==> src/ufc_map.vh <==
// Register map, field positions, reset values and depths of the UART FIFO control block.
// Included by ufc_top.v and ufc_fifo.v; definitions only.
`ifndef UFC_MAP_VH
`define UFC_MAP_VH

// ----------------------------------------
// Register byte addresses
// ----------------------------------------
`define UFC_ADR_CONTROL    6'h00
`define UFC_ADR_FILL       6'h04
`define UFC_ADR_TX_DATA    6'h08
`define UFC_ADR_RX_DATA    6'h0c
`define UFC_ADR_STATUS     6'h10
`define UFC_ADR_MASK       6'h14
`define UFC_ADR_ENABLE     6'h18

// ----------------------------------------
// Control field positions and reset values
// ----------------------------------------
`define UFC_CTL_RX_TRIG_HI 7
`define UFC_CTL_RX_TRIG_LO 6
`define UFC_CTL_TX_TRIG_HI 5
`define UFC_CTL_TX_TRIG_LO 4
`define UFC_CTL_FLOW       3
`define UFC_CTL_TX_FLUSH   2
`define UFC_CTL_RX_FLUSH   1
`define UFC_CTL_LOOP       0
`define UFC_CTL_RESET      8'h00

// Status bits: 0 rx full, 1 tx empty, 2 rx overrun
`define UFC_ST_RX_FULL     0
`define UFC_ST_TX_EMPTY    1
`define UFC_ST_RX_OVERRUN  2
`define UFC_ST_RESET       3'h0

// Enable bits: 0 transmitter, 1 receiver
`define UFC_EN_TX          0
`define UFC_EN_RX          1

// ----------------------------------------
// Depth, counts and serial timing
// ----------------------------------------
`define UFC_DEPTH          5'h10
`define UFC_PTR_W          4
`define UFC_CNT_W          5
`define UFC_RX_TRIG_0      5'h01
`define UFC_RX_TRIG_1      5'h04
`define UFC_RX_TRIG_2      5'h08
`define UFC_RX_TRIG_3      5'h0e
`define UFC_TX_TRIG_0      5'h08
`define UFC_TX_TRIG_1      5'h04
`define UFC_TX_TRIG_2      5'h02
`define UFC_TX_TRIG_3      5'h01
`define UFC_BIT_CYCLES     8'h10
`define UFC_BIT_HALF       8'h08

`endif

==> src/ufc_fifo.v <==
// Sixteen byte flip-flop FIFO with occupancy count and synchronous flush.
// Assumes one clock; the parent never pushes when full nor pops when empty.
`timescale 1ns/1ps
`default_nettype none
`include "ufc_map.vh"

module ufc_fifo (
    input  wire       clk,
    input  wire       rst_b,
    input  wire       flush,
    input  wire       push,
    input  wire [7:0] push_data,
    input  wire       pop,
    output wire [7:0] head,
    output reg  [4:0] count
);
    reg [7:0] mem [0:15];
    reg [3:0] wr_ptr;
    reg [3:0] rd_ptr;
    integer   i;

    assign head = mem[rd_ptr];

    // ----------------------------------------
    // Pointers and count; flush wins over traffic
    // ----------------------------------------
    always @(posedge clk or negedge rst_b) begin
        if (!rst_b) begin
            wr_ptr <= 4'h0;
            rd_ptr <= 4'h0;
            count  <= 5'h00;
        end else if (flush) begin
            wr_ptr <= 4'h0;
            rd_ptr <= 4'h0;
            count  <= 5'h00;
        end else begin
            if (push)
                wr_ptr <= wr_ptr + 4'h1;
            if (pop)
                rd_ptr <= rd_ptr + 4'h1;
            if (push && !pop)
                count <= count + 5'h01;
            else if (pop && !push)
                count <= count - 5'h01;
        end
    end

    always @(posedge clk or negedge rst_b) begin
        if (!rst_b) begin
            for (i = 0; i < 16; i = i + 1)
                mem[i] <= 8'h00;
        end else if (push && !flush) begin
            mem[wr_ptr] <= push_data;
        end
    end
endmodule // ufc_fifo
`default_nettype wire

==> src/ufc_top.v <==
// UART FIFO control: control and fill-count registers, two FIFOs, a simple
// 8N1 transmitter and receiver, flow control, loopback and interrupts.
// Assumes a classic Wishbone master on clk and asynchronous pins.
`timescale 1ns/1ps
`default_nettype none
`include "ufc_map.vh"

module ufc_top (
    input  wire        clk,
    input  wire        rst_b,
    input  wire        standby,
    input  wire        wb_cyc_i,
    input  wire        wb_stb_i,
    input  wire        wb_we_i,
    input  wire [5:0]  wb_adr_i,
    input  wire [3:0]  wb_sel_i,
    input  wire [31:0] wb_dat_i,
    output reg  [31:0] wb_dat_o,
    output reg         wb_ack_o,
    output reg         wb_err_o,
    input  wire        serial_rx_pin,
    output reg         serial_tx_pin,
    input  wire        clear_to_send_in_b,
    output reg         request_to_send_out_b,
    output reg         irq
);
    // ----------------------------------------
    // Functions
    // ----------------------------------------
    function [4:0] rx_level;
        input [1:0] code;
        begin
            case (code)
                2'h0:    rx_level = `UFC_RX_TRIG_0;
                2'h1:    rx_level = `UFC_RX_TRIG_1;
                2'h2:    rx_level = `UFC_RX_TRIG_2;
                default: rx_level = `UFC_RX_TRIG_3;
            endcase
        end
    endfunction

    function [4:0] tx_level;
        input [1:0] code;
        begin
            case (code)
                2'h0:    tx_level = `UFC_TX_TRIG_0;
                2'h1:    tx_level = `UFC_TX_TRIG_1;
                2'h2:    tx_level = `UFC_TX_TRIG_2;
                default: tx_level = `UFC_TX_TRIG_3;
            endcase
        end
    endfunction

    // ----------------------------------------
    // Pin synchronisers
    // ----------------------------------------
    reg  [1:0] rx_sync;
    reg  [1:0] cts_sync;
    reg  [1:0] stby_sync;
    always @(posedge clk or negedge rst_b) begin
        if (!rst_b) begin
            rx_sync   <= 2'h3;
            cts_sync  <= 2'h3;
            stby_sync <= 2'h0;
        end else begin
            rx_sync   <= {rx_sync[0], serial_rx_pin};
            cts_sync  <= {cts_sync[0], clear_to_send_in_b};
            stby_sync <= {stby_sync[0], standby};
        end
    end
    wire       stby = stby_sync[1];

    // ----------------------------------------
    // Registers and bus decode
    // ----------------------------------------
    reg  [7:0] fifo_control;
    reg  [2:0] int_status;
    reg  [2:0] int_mask;
    reg  [1:0] xfer_enable;
    wire [4:0] tx_count;
    wire [4:0] rx_count;
    wire [7:0] rx_head;
    wire [7:0] tx_head;

    wire req   = wb_cyc_i && wb_stb_i && !wb_ack_o && !wb_err_o;
    wire wr_lo = req && wb_we_i && wb_sel_i[0];
    wire known = (wb_adr_i == `UFC_ADR_CONTROL) || (wb_adr_i == `UFC_ADR_FILL)
              || (wb_adr_i == `UFC_ADR_TX_DATA) || (wb_adr_i == `UFC_ADR_RX_DATA)
              || (wb_adr_i == `UFC_ADR_STATUS)  || (wb_adr_i == `UFC_ADR_MASK)
              || (wb_adr_i == `UFC_ADR_ENABLE);
    wire ctl_wr  = wr_lo && (wb_adr_i == `UFC_ADR_CONTROL);
    // Flushes act while the bit is held and once more on the write itself
    wire tx_flush = stby || fifo_control[`UFC_CTL_TX_FLUSH]
                  || (ctl_wr && wb_dat_i[`UFC_CTL_TX_FLUSH]);
    wire rx_flush = stby || fifo_control[`UFC_CTL_RX_FLUSH]
                  || (ctl_wr && wb_dat_i[`UFC_CTL_RX_FLUSH]);
    // Writes to a full tx FIFO are dropped rather than stalling the bus
    wire tx_push = wr_lo && (wb_adr_i == `UFC_ADR_TX_DATA) && (tx_count != `UFC_DEPTH);
    wire rx_pop  = req && !wb_we_i && (wb_adr_i == `UFC_ADR_RX_DATA) && (rx_count != 5'h00);

    reg  [31:0] next_rdata;
    always @* begin
        next_rdata = 32'h0000_0000;
        case (wb_adr_i)
            `UFC_ADR_CONTROL: next_rdata = {24'h000000, fifo_control};
            `UFC_ADR_FILL:    next_rdata = {19'h00000, tx_count, 3'h0, rx_count};
            `UFC_ADR_RX_DATA: next_rdata = {24'h000000, rx_head};
            `UFC_ADR_STATUS:  next_rdata = {29'h00000000, int_status};
            `UFC_ADR_MASK:    next_rdata = {29'h00000000, int_mask};
            `UFC_ADR_ENABLE:  next_rdata = {30'h00000000, xfer_enable};
            default:          next_rdata = 32'h0000_0000;
        endcase
    end

    always @(posedge clk or negedge rst_b) begin
        if (!rst_b) begin
            wb_ack_o <= 1'b0;
            wb_err_o <= 1'b0;
            wb_dat_o <= 32'h0000_0000;
        end else begin
            wb_ack_o <= req && known;
            wb_err_o <= req && !known;
            wb_dat_o <= (req && known) ? next_rdata : 32'h0000_0000;
        end
    end

    always @(posedge clk or negedge rst_b) begin
        if (!rst_b) begin
            fifo_control <= `UFC_CTL_RESET;
            int_mask     <= 3'h0;
            xfer_enable  <= 2'h0;
        end else if (stby) begin
            fifo_control <= `UFC_CTL_RESET;
        end else begin
            if (ctl_wr)
                fifo_control <= wb_dat_i[7:0];
            if (wr_lo && (wb_adr_i == `UFC_ADR_MASK))
                int_mask <= wb_dat_i[2:0];
            if (wr_lo && (wb_adr_i == `UFC_ADR_ENABLE))
                xfer_enable <= wb_dat_i[1:0];
        end
    end

    // ----------------------------------------
    // FIFOs
    // ----------------------------------------
    reg        rx_done;
    reg  [7:0] rx_byte;
    reg        tx_pop;
    wire       rx_push = rx_done && (rx_count != `UFC_DEPTH);

    ufc_fifo u_tx_fifo (
        .clk       (clk),
        .rst_b     (rst_b),
        .flush     (tx_flush),
        .push      (tx_push),
        .push_data (wb_dat_i[7:0]),
        .pop       (tx_pop),
        .head      (tx_head),
        .count     (tx_count)
    );

    ufc_fifo u_rx_fifo (
        .clk       (clk),
        .rst_b     (rst_b),
        .flush     (rx_flush),
        .push      (rx_push),
        .push_data (rx_byte),
        .pop       (rx_pop),
        .head      (rx_head),
        .count     (rx_count)
    );

    // ----------------------------------------
    // Flow control and loopback
    // ----------------------------------------
    wire flow_on = fifo_control[`UFC_CTL_FLOW];
    wire cts_ok  = !flow_on || !cts_sync[1];
    wire rx_line = fifo_control[`UFC_CTL_LOOP] ? serial_tx_pin : rx_sync[1];

    // ----------------------------------------
    // Transmitter: start, 8 data, stop; one bit is 16 clocks
    // ----------------------------------------
    reg  [7:0] tx_tick;
    reg  [3:0] tx_bit;
    reg  [8:0] tx_shift;
    reg        tx_busy;
    always @(posedge clk or negedge rst_b) begin
        if (!rst_b) begin
            tx_tick       <= 8'h00;
            tx_bit        <= 4'h0;
            tx_shift      <= 9'h1ff;
            tx_busy       <= 1'b0;
            tx_pop        <= 1'b0;
            serial_tx_pin <= 1'b1;
        end else begin
            tx_pop <= 1'b0;
            if (!tx_busy) begin
                serial_tx_pin <= 1'b1;
                // Frame starts only when cts permits
                if (xfer_enable[`UFC_EN_TX] && cts_ok && (tx_count != 5'h00)
                    && !tx_pop && !tx_flush) begin
                    tx_busy       <= 1'b1;
                    tx_pop        <= 1'b1;
                    tx_shift      <= {1'b1, tx_head};
                    tx_bit        <= 4'h0;
                    tx_tick       <= 8'h00;
                    serial_tx_pin <= 1'b0;
                end
            end else if (!xfer_enable[`UFC_EN_TX]) begin
                tx_busy       <= 1'b0;
                serial_tx_pin <= 1'b1;
            end else if (tx_tick == `UFC_BIT_CYCLES - 8'h01) begin
                tx_tick <= 8'h00;
                if (tx_bit == 4'h9) begin
                    tx_busy <= 1'b0;
                end else begin
                    serial_tx_pin <= tx_shift[0];
                    tx_shift      <= {1'b1, tx_shift[8:1]};
                    tx_bit        <= tx_bit + 4'h1;
                end
            end else begin
                tx_tick <= tx_tick + 8'h01;
            end
        end
    end

    // ----------------------------------------
    // Receiver: samples mid-bit, drops bad stop bit
    // ----------------------------------------
    reg  [7:0] rx_tick;
    reg  [3:0] rx_bit;
    reg        rx_busy;
    always @(posedge clk or negedge rst_b) begin
        if (!rst_b) begin
            rx_tick <= 8'h00;
            rx_bit  <= 4'h0;
            rx_busy <= 1'b0;
            rx_byte <= 8'h00;
            rx_done <= 1'b0;
        end else begin
            rx_done <= 1'b0;
            if (!rx_busy) begin
                if (xfer_enable[`UFC_EN_RX] && !rx_line) begin
                    rx_busy <= 1'b1;
                    rx_tick <= 8'h00;
                    rx_bit  <= 4'h0;
                end
            end else if (rx_tick == ((rx_bit == 4'h0) ? `UFC_BIT_HALF : `UFC_BIT_CYCLES)
                                   - 8'h01) begin
                rx_tick <= 8'h00;
                rx_bit  <= rx_bit + 4'h1;
                if (rx_bit == 4'h0 && rx_line)
                    rx_busy <= 1'b0;
                else if (rx_bit == 4'h9) begin
                    rx_busy <= 1'b0;
                    rx_done <= rx_line;
                end else if (rx_bit != 4'h0)
                    rx_byte <= {rx_line, rx_byte[7:1]};
            end else begin
                rx_tick <= rx_tick + 8'h01;
            end
        end
    end

    // ----------------------------------------
    // Interrupt status: set wins over write-one-to-clear
    // ----------------------------------------
    wire [2:0] events;
    assign events[`UFC_ST_RX_FULL]    = rx_count > rx_level(fifo_control[7:6]);
    assign events[`UFC_ST_TX_EMPTY]   = tx_count < tx_level(fifo_control[5:4]);
    assign events[`UFC_ST_RX_OVERRUN] = rx_done && (rx_count == `UFC_DEPTH);
    wire [2:0] st_clr = (wr_lo && (wb_adr_i == `UFC_ADR_STATUS)) ? wb_dat_i[2:0] : 3'h0;

    always @(posedge clk or negedge rst_b) begin
        if (!rst_b) begin
            int_status            <= `UFC_ST_RESET;
            irq                   <= 1'b0;
            request_to_send_out_b <= 1'b0;
        end else begin
            int_status <= (int_status & ~st_clr) | events;
            irq        <= |(((int_status & ~st_clr) | events) & int_mask);
            // Rts asks the peer to pause when rx is near full; 0 when disabled
            request_to_send_out_b <= flow_on && (rx_count > rx_level(fifo_control[7:6]));
        end
    end
endmodule // ufc_top
`default_nettype wire

==> config.mk <==
export PLATFORM = sky130hd
export DESIGN_NAME = ufc_top
export DESIGN_NICKNAME = d
export VERILOG_FILES = /design/src/ufc_fifo.v /design/src/ufc_top.v
export VERILOG_INCLUDE_DIRS = /design/src
export SDC_FILE = /design/constraint.sdc
export NUM_CORES = 1
export LEC_CHECK = 0
export BUFFER_PORTS_ARGS = -buffer_cell sky130_fd_sc_hd__clkbuf_2
export CAP_MARGIN = 20
export CORE_ASPECT_RATIO = 0.6
export CORE_MARGIN = 8
export CORE_UTILIZATION = 40
export DETAILED_ROUTE_END_ITERATION = 10
export PLACE_DENSITY_LB_ADDON = 0.3
export SYNTH_ARGS = -nofsm -noshare
export SYNTH_HDL_FRONTEND = slang
export SYNTH_SLANG_ARGS = --single-unit
==> constraint.sdc <==
create_clock -name clk -period 6.8 [get_ports clk]
set_input_delay 1.02 -clock clk [delete_from_list [all_inputs] [get_ports clk]]
set_output_delay 1.02 -clock clk [all_outputs]
set_load 0.1 [all_outputs]
## Word level (Yosys, flattened, before mapping)

Cells that the tools add are included.
W data, S select, Z words.

| word-level totals | value |
|---|---|
| bits in registers | 386 |
| input bits | 50 |
| output and inout port bits | 37 |
| logic and storage cells | 274 |

| cells by class | value |
|---|---|
| add/subtract/negate cells | 13 |
| $lt $le $gt $ge | 8 |
| equal/unequal tests | 23 |
| multiplexer cells | 75 |
| bitwise logic cells | 11 |
| reduce and logical (&&, ||, !) cells | 83 |

Operators with widths:

| cell | count |
|---|---|
| $bwmux W128 | 2 |
| $mux W8 | 15 |
| $pmux W13 S6 | 1 |
| $bmux W8 S4 | 2 |
| $demux W8 S4 | 2 |
| $mux W4 | 16 |
| $mux W9 | 5 |
| $logic_and A1 B1 Y1 | 35 |
| $mux W5 | 7 |
| $mux W32 | 1 |
| $add A4 B1 Y4 const B | 6 |
| $pmux W4 S3 | 2 |
| $mux W1 | 21 |
| $ge A5 B5 Y1 const B | 4 |
| $not A4 Y5 | 4 |
| $eq A6 B5 Y1 const B | 3 |
| $add A8 B1 Y8 const B | 2 |
| $reduce_bool A2 Y1 | 7 |
| $logic_not A1 Y1 | 13 |
| $eq A6 B4 Y1 const B | 2 |
| $logic_or A1 B1 Y1 | 11 |
| $add A5 B1 Y5 const B | 2 |
| $lt A5 B1 Y1 const B | 2 |
| $ne A5 B5 Y1 const B | 2 |
| other kinds (30) | 46 |

## Logic depth before layout (Yosys ltp)

| depth | value |
|---|---|
| word-level depth | 12 |
| depth in mapped cells | 12 |
| gate-level depth less buffers | 10 |

## Hierarchy

A second synthesis with hierarchy kept.

| unflattened totals | value |
|---|---|
| cell total of the unflattened synthesis | 1323 |
| area total of the unflattened synthesis | 18420.2 µm² |

By module, submodules not included:

| module | instances | cells each | area an instance (µm²) | sequential area each (µm²) |
|---|---|---|---|---|
| ufc_fifo | 2 | 435 | 6950.4 | 3528.4 |
| ufc_top | 1 | 453 | 4519.3 | 2118.3 |

## Worst setup path before layout

No wires, ideal clock.

| path | value |
|---|---|
| kind | input to register |
| start point | input port wb_adr_i[1] |
| end point | register u_tx_fifo.count[4] |
| library setup time | 0.079 ns |
| arrival | 3.761 ns |
| required time | 6.721 ns |
| setup slack | 2.960 ns |
| stages on the path | 10 |
| path buffers | 1 |
| cell sequence | or3_1 > buf_6 > a2111o_2 > nor3_1 > inv_1 > fa_1 > a21o_1 > a21oi_1 > mux2i_1 > mux2i_1 |

| between the ends | value |
|---|---|
| cells in the longest elaborated chain, start to end | 6 |
| elaborated cells between the ends (all ways) | 13 |
| classes of those cells | eq/ne: 1; mux: 2; reduce/logical: 10 |

RTL lines:

| element | line | source |
|---|---|---|
| start: declaration | ufc_top.v:15 | `input wire [5:0] wb_adr_i,` |
| $eq A6 B4 Y1 (no line) | n/a |  |
| $logic_and A1 B1 Y1 (2 in a row) | ufc_top.v:98 | `` wire tx_push = wr_lo && (wb_adr_i == `UFC_ADR_TX_DATA) && (tx_count != `UFC_DEPTH); `` |
| $logic_and A1 B1 Y1 / $logic_not A1 Y1 (equally long branches) | ufc_fifo.v:41, ufc_fifo.v:43 |  |
| $mux W5 / $logic_and A1 B1 Y1 (equally long branches) | ufc_fifo.v:41, ufc_fifo.v:43 |  |
| $mux W5 / $reduce_bool A3 Y1 (equally long branches) | n/a |  |
| end signal: assignment | ufc_fifo.v:42 | `count <= count + 5'h01;` |
| end signal: assignment | ufc_fifo.v:44 | `count <= count - 5'h01;` |
| end: declaration | ufc_fifo.v:15 | `output reg [4:0] count` |

Parallel ways exist; a longest one is shown, timed or not.
A chain may end at the register's enable or synchronous reset.

## Worst setup path in the final report

| path | value |
|---|---|
| start point | input port wb_cyc_i |
| end point | register u_tx_fifo.count[4] |

| between the ends | value |
|---|---|
| cells in the longest elaborated chain, start to end | 10 |
| elaborated cells between the ends (all ways) | 16 |
| classes of those cells | mux: 2; reduce/logical: 14 |

RTL lines:

| element | line | source |
|---|---|---|
| start: declaration | ufc_top.v:12 | `input wire wb_cyc_i,` |
| $logic_and A1 B1 Y1 * (3 in a row) | ufc_top.v:85 | `wire req = wb_cyc_i && wb_stb_i && !wb_ack_o && !wb_err_o;` |
| $logic_and A1 B1 Y1 * (2 in a row) | ufc_top.v:86 | `wire wr_lo = req && wb_we_i && wb_sel_i[0];` |
| $logic_and A1 B1 Y1 (2 in a row) | ufc_top.v:98 |  |
| $logic_and A1 B1 Y1 / $logic_not A1 Y1 (equally long branches) | ufc_fifo.v:41, ufc_fifo.v:43 |  |
| $mux W5 / $logic_and A1 B1 Y1 (equally long branches) | ufc_fifo.v:41, ufc_fifo.v:43 |  |
| $mux W5 / $reduce_bool A3 Y1 (equally long branches) | n/a |  |

Every way passes the cells marked *; elsewhere a longest branch is shown, timed or not.

==> key figures <==
Clock network
  – CTS-repair resized insts: 0
  – Clk root buf: clkbuf_16
  – CTS H-tree depth: 2
  – Total CTS buffers: 39
  – Setup bufs post-CTS: 0
  – CTS Buffer Depth: 3
  – Clk pin slew, worst setup/hold paths: 0.06 ns
  – CTS tree: built
  – Skew-Pair Late Insertion Delay: 0.54 ns
  – # hold bufs at CTS: 0
  – Clock sinks: 366

Worst setup path
  – Setup slack, reg-to-reg: 2.82 ns
  – Startpoint class of the critical path: input port
  – Arr. time, crit path: 4.52 ns
  – Worst-path fanout max: 10
  – CP endpoint kind: register
  – Setup CP Type: input port to register
  – Required @ worst endpoint: approximately 7.3 ns

Global routing
  – Vias in the first global route: 11.2k
  – Antenna violations before repair: 0
  – Total track usage: 16.5%
  – First-pass GRT wire length: between 60000 and 70000 µm
  – Grt ovf: 0
  – Largest net degree at the start of global routing: 128

Logic synthesis
  – Most frequent cell after synthesis: dfrtp_1
  – Synth cell types: 78
  – Post-synth top area cell: dfrtp_1
  – Post-synthesis sequential area ratio: between 50 and 60%
  – Most area-consuming cells after synthesis: dfrtp_1 49%, mux2_2 17%, mux4_2 7.4%, ha_1 2.2%, dfstp_2 1.9%
  – Syn_area_per_cell: 13.3 µm²
  – Post-synth EDFFs: 0
  – Synth top area share: about half
  – Syn Inst Count: around 1.3k
  – Most frequent cells after synthesis: 353 x dfrtp_1, 269 x mux2_2, 75 x nand2_1
  – Async set-or-reset flop fraction in the synthesized netlist: 100%
  – Synthesized area: roughly 18000 µm²
  – Top FF cell, synth: dfrtp_1
  – Flop and latch count out of synthesis: 366
  – Yosys warns: 0

STA
  – Hold Vio Cnt, Final: 0
  – Post-layout min period: ~4.1 ns
  – RSZ-0062 raised after global routing: no
  – Hold slack: 0.355 ns
  – Actual slew at the worst max-slew pin: 0.979 ns
  – Final Cycle Share: 59.7%
  – Final setup fails: 0
  – Fmax: ~250 MHz
  – Worst Skew: about 0.018 ns
  – Final Slew Violations: 0
  – Setup TNS: 0 ns
  – Slew HR: 34.3%

Die
  – Die area: between 50000 and 60000 µm²
  – Die Ht: 180 µm
  – Die boundary width: 289 µm
  – Num rows: 60
  – Core area: between 40000 and 50000 µm²
  – IO Count: 87
  – Starting Density: 40.3%

Flow run
  – Max cap viols: 0

Placement
  – Half-perimeter wire length after detailed placement: 29300 µm
  – GP Congestion: 0.841
  – IO buf count: 40

Route
  – 1st-pass router iterations: 7
  – Routed wl met3: 2460 µm
  – DR top layer: met4
  – Drt wl/cell: 21.7 µm
  – DRT antenna net count: 0
  – # DRC: 0
  – Metal2 WL: 17200 µm
  – 1st-iter DRT viols: 989
  – Via count: approximately 11k
  – Drt total wl: between 40000 and 50000 µm
  – Post-Route M1 WL: 22500 µm
  – Routed vias/inst: 5.62

Layout
  – ANT cells: 0
  – Layout cell share with drive strength beyond 1: a little under two fifths
  – Area growth syn-to-layout: 10.7%
  – Core Util, Final: approximately 45%
  – Final nets: 1443
  – Fillers: a little over 4k

Pwr
  – P per Cell Area: 235 nW/µm²
  – Static leakage: 9.34 nW
  – Peak VDD IR: 0.165 mV

Min path
  – Hold WC Path Type: register to register

Status
  – Outcome: complete, no violations
[worst max-delay path, stage by stage]
cell,delay [ns]
clkbuf_2,0.07
nand4bb_1,0.49
or3_2,0.77
nor3_1,0.48
inv_1,0.30
fa_1,0.47
a21o_1,0.19
a21oi_1,0.18
mux2i_1,0.31
mux2i_1,0.21
[cell type report]
class / instances / area, µm² / share of cell area (%)
timing repair buffer: 53 / 328 / 1.65
tap: 589 / 737 / 3.71
sequential: 366 / 9180 / 46.2
inverter: 26 / 97.6 / 0.491
multi-input combinational: 874 / 8140 / 41.0
clock inverter: 20 / 264 / 1.33
clock buffer: 50 / 1120 / 5.63
[cells in the final DEF (no fill, tap or decap), drive strengths merged, types with 7 or more instances in the layout]
| master | Yosys | layout |
|---|---|---|
| and2 | 9 | 9 |
| buf | 44 | 14 |
| clkbuf | 46 | 89 |
| mux4 | 59 | 59 |
| mux2 | 278 | 278 |
| o21ai | 36 | 36 |
| conb | 1 | 19 |
| a21oi | 55 | 55 |
| xor2 | 14 | 14 |
| nand2 | 75 | 75 |
| nand4 | 35 | 35 |
| xnor2 | 7 | 7 |
| and3 | 8 | 8 |
| dfstp | 13 | 13 |
| clkinv | 0 | 10 |
| a22oi | 7 | 7 |
| nor3 | 19 | 19 |
| a31oi | 8 | 8 |
| nor2 | 46 | 46 |
| nand2b | 7 | 7 |
| nand3 | 34 | 34 |
| inv | 26 | 29 |
| dfrtp | 353 | 353 |
| nor2b | 12 | 12 |
| ha | 31 | 31 |
| mux2i | 33 | 33 |
[registers in the layout (all words and copies together) (netlist names), 5 cells and up]
register	flops
u_rx_fifo.mem	128
u_tx_fifo.mem	128
wb_dat_o	13
fifo_control	8
rx_byte	8
rx_tick	8
tx_shift	8
tx_tick	8
u_rx_fifo.count	5
u_tx_fifo.count	5
[power breakdown]
part	total, mW	switching [mW]	internal (mW)
registers	2.21	0.0135	2.19
clock network	2.29	0.893	1.39
logic	0.180	0.152	0.0280
[metrics by stage]
step                total power [mW]  setup slack (ns)  cells  instance area, µm²
global placement                2.42              2.27   1907               18500
CTS                             4.74              2.82   1977               19800
floorplan                       2.36              2.96   1365               18000
finish                          4.67              2.74   1978               19900
detailed placement              2.43              2.28   1907               18500
global route                    4.84              2.56   1978               19900
[path summary, 6_finish.rpt]
path / from / endpoint / cells past startpoint
worst min register to register: rx_sync[0] / rx_sync[1] / 0
worst max-delay path: wb_cyc_i / u_tx_fifo.count[4] / 10
worst max register to register: wb_err_o / u_tx_fifo.count[4] / 9
worst min-delay path: rx_sync[0] / rx_sync[1] / 0
min in group asynchronous: rst_b / u_tx_fifo.mem[125] / 1
max in group asynchronous: rst_b / rx_byte[3] / 2
[routing by layer]
metal | GRT usage, % | vias to the layer above
met3 | 3.20 | 51
met4 | 3.75 | 0
li1 | - | 4944
met2 | 22.1 | 285
met5 | 0 | -
met1 | 26.9 | 5840
[cell families (layout without fill, tap and decap cells)]
family,count (synthesis),in the layout,share of synthesized area (%)
AO/OA/AOI/OAI,154,154,5.43
XOR/XNOR,21,21,1.03
adder cells (fa/ha/maj),33,33,2.39
multiplexers,370,370,26.9
AND/OR/NAND/NOR,277,277,9.23
buffers and inverters,125,149,3.91
flip-flops,366,366,51.1
other,1,19,0.0209
(Power assumes the default switching activity.)
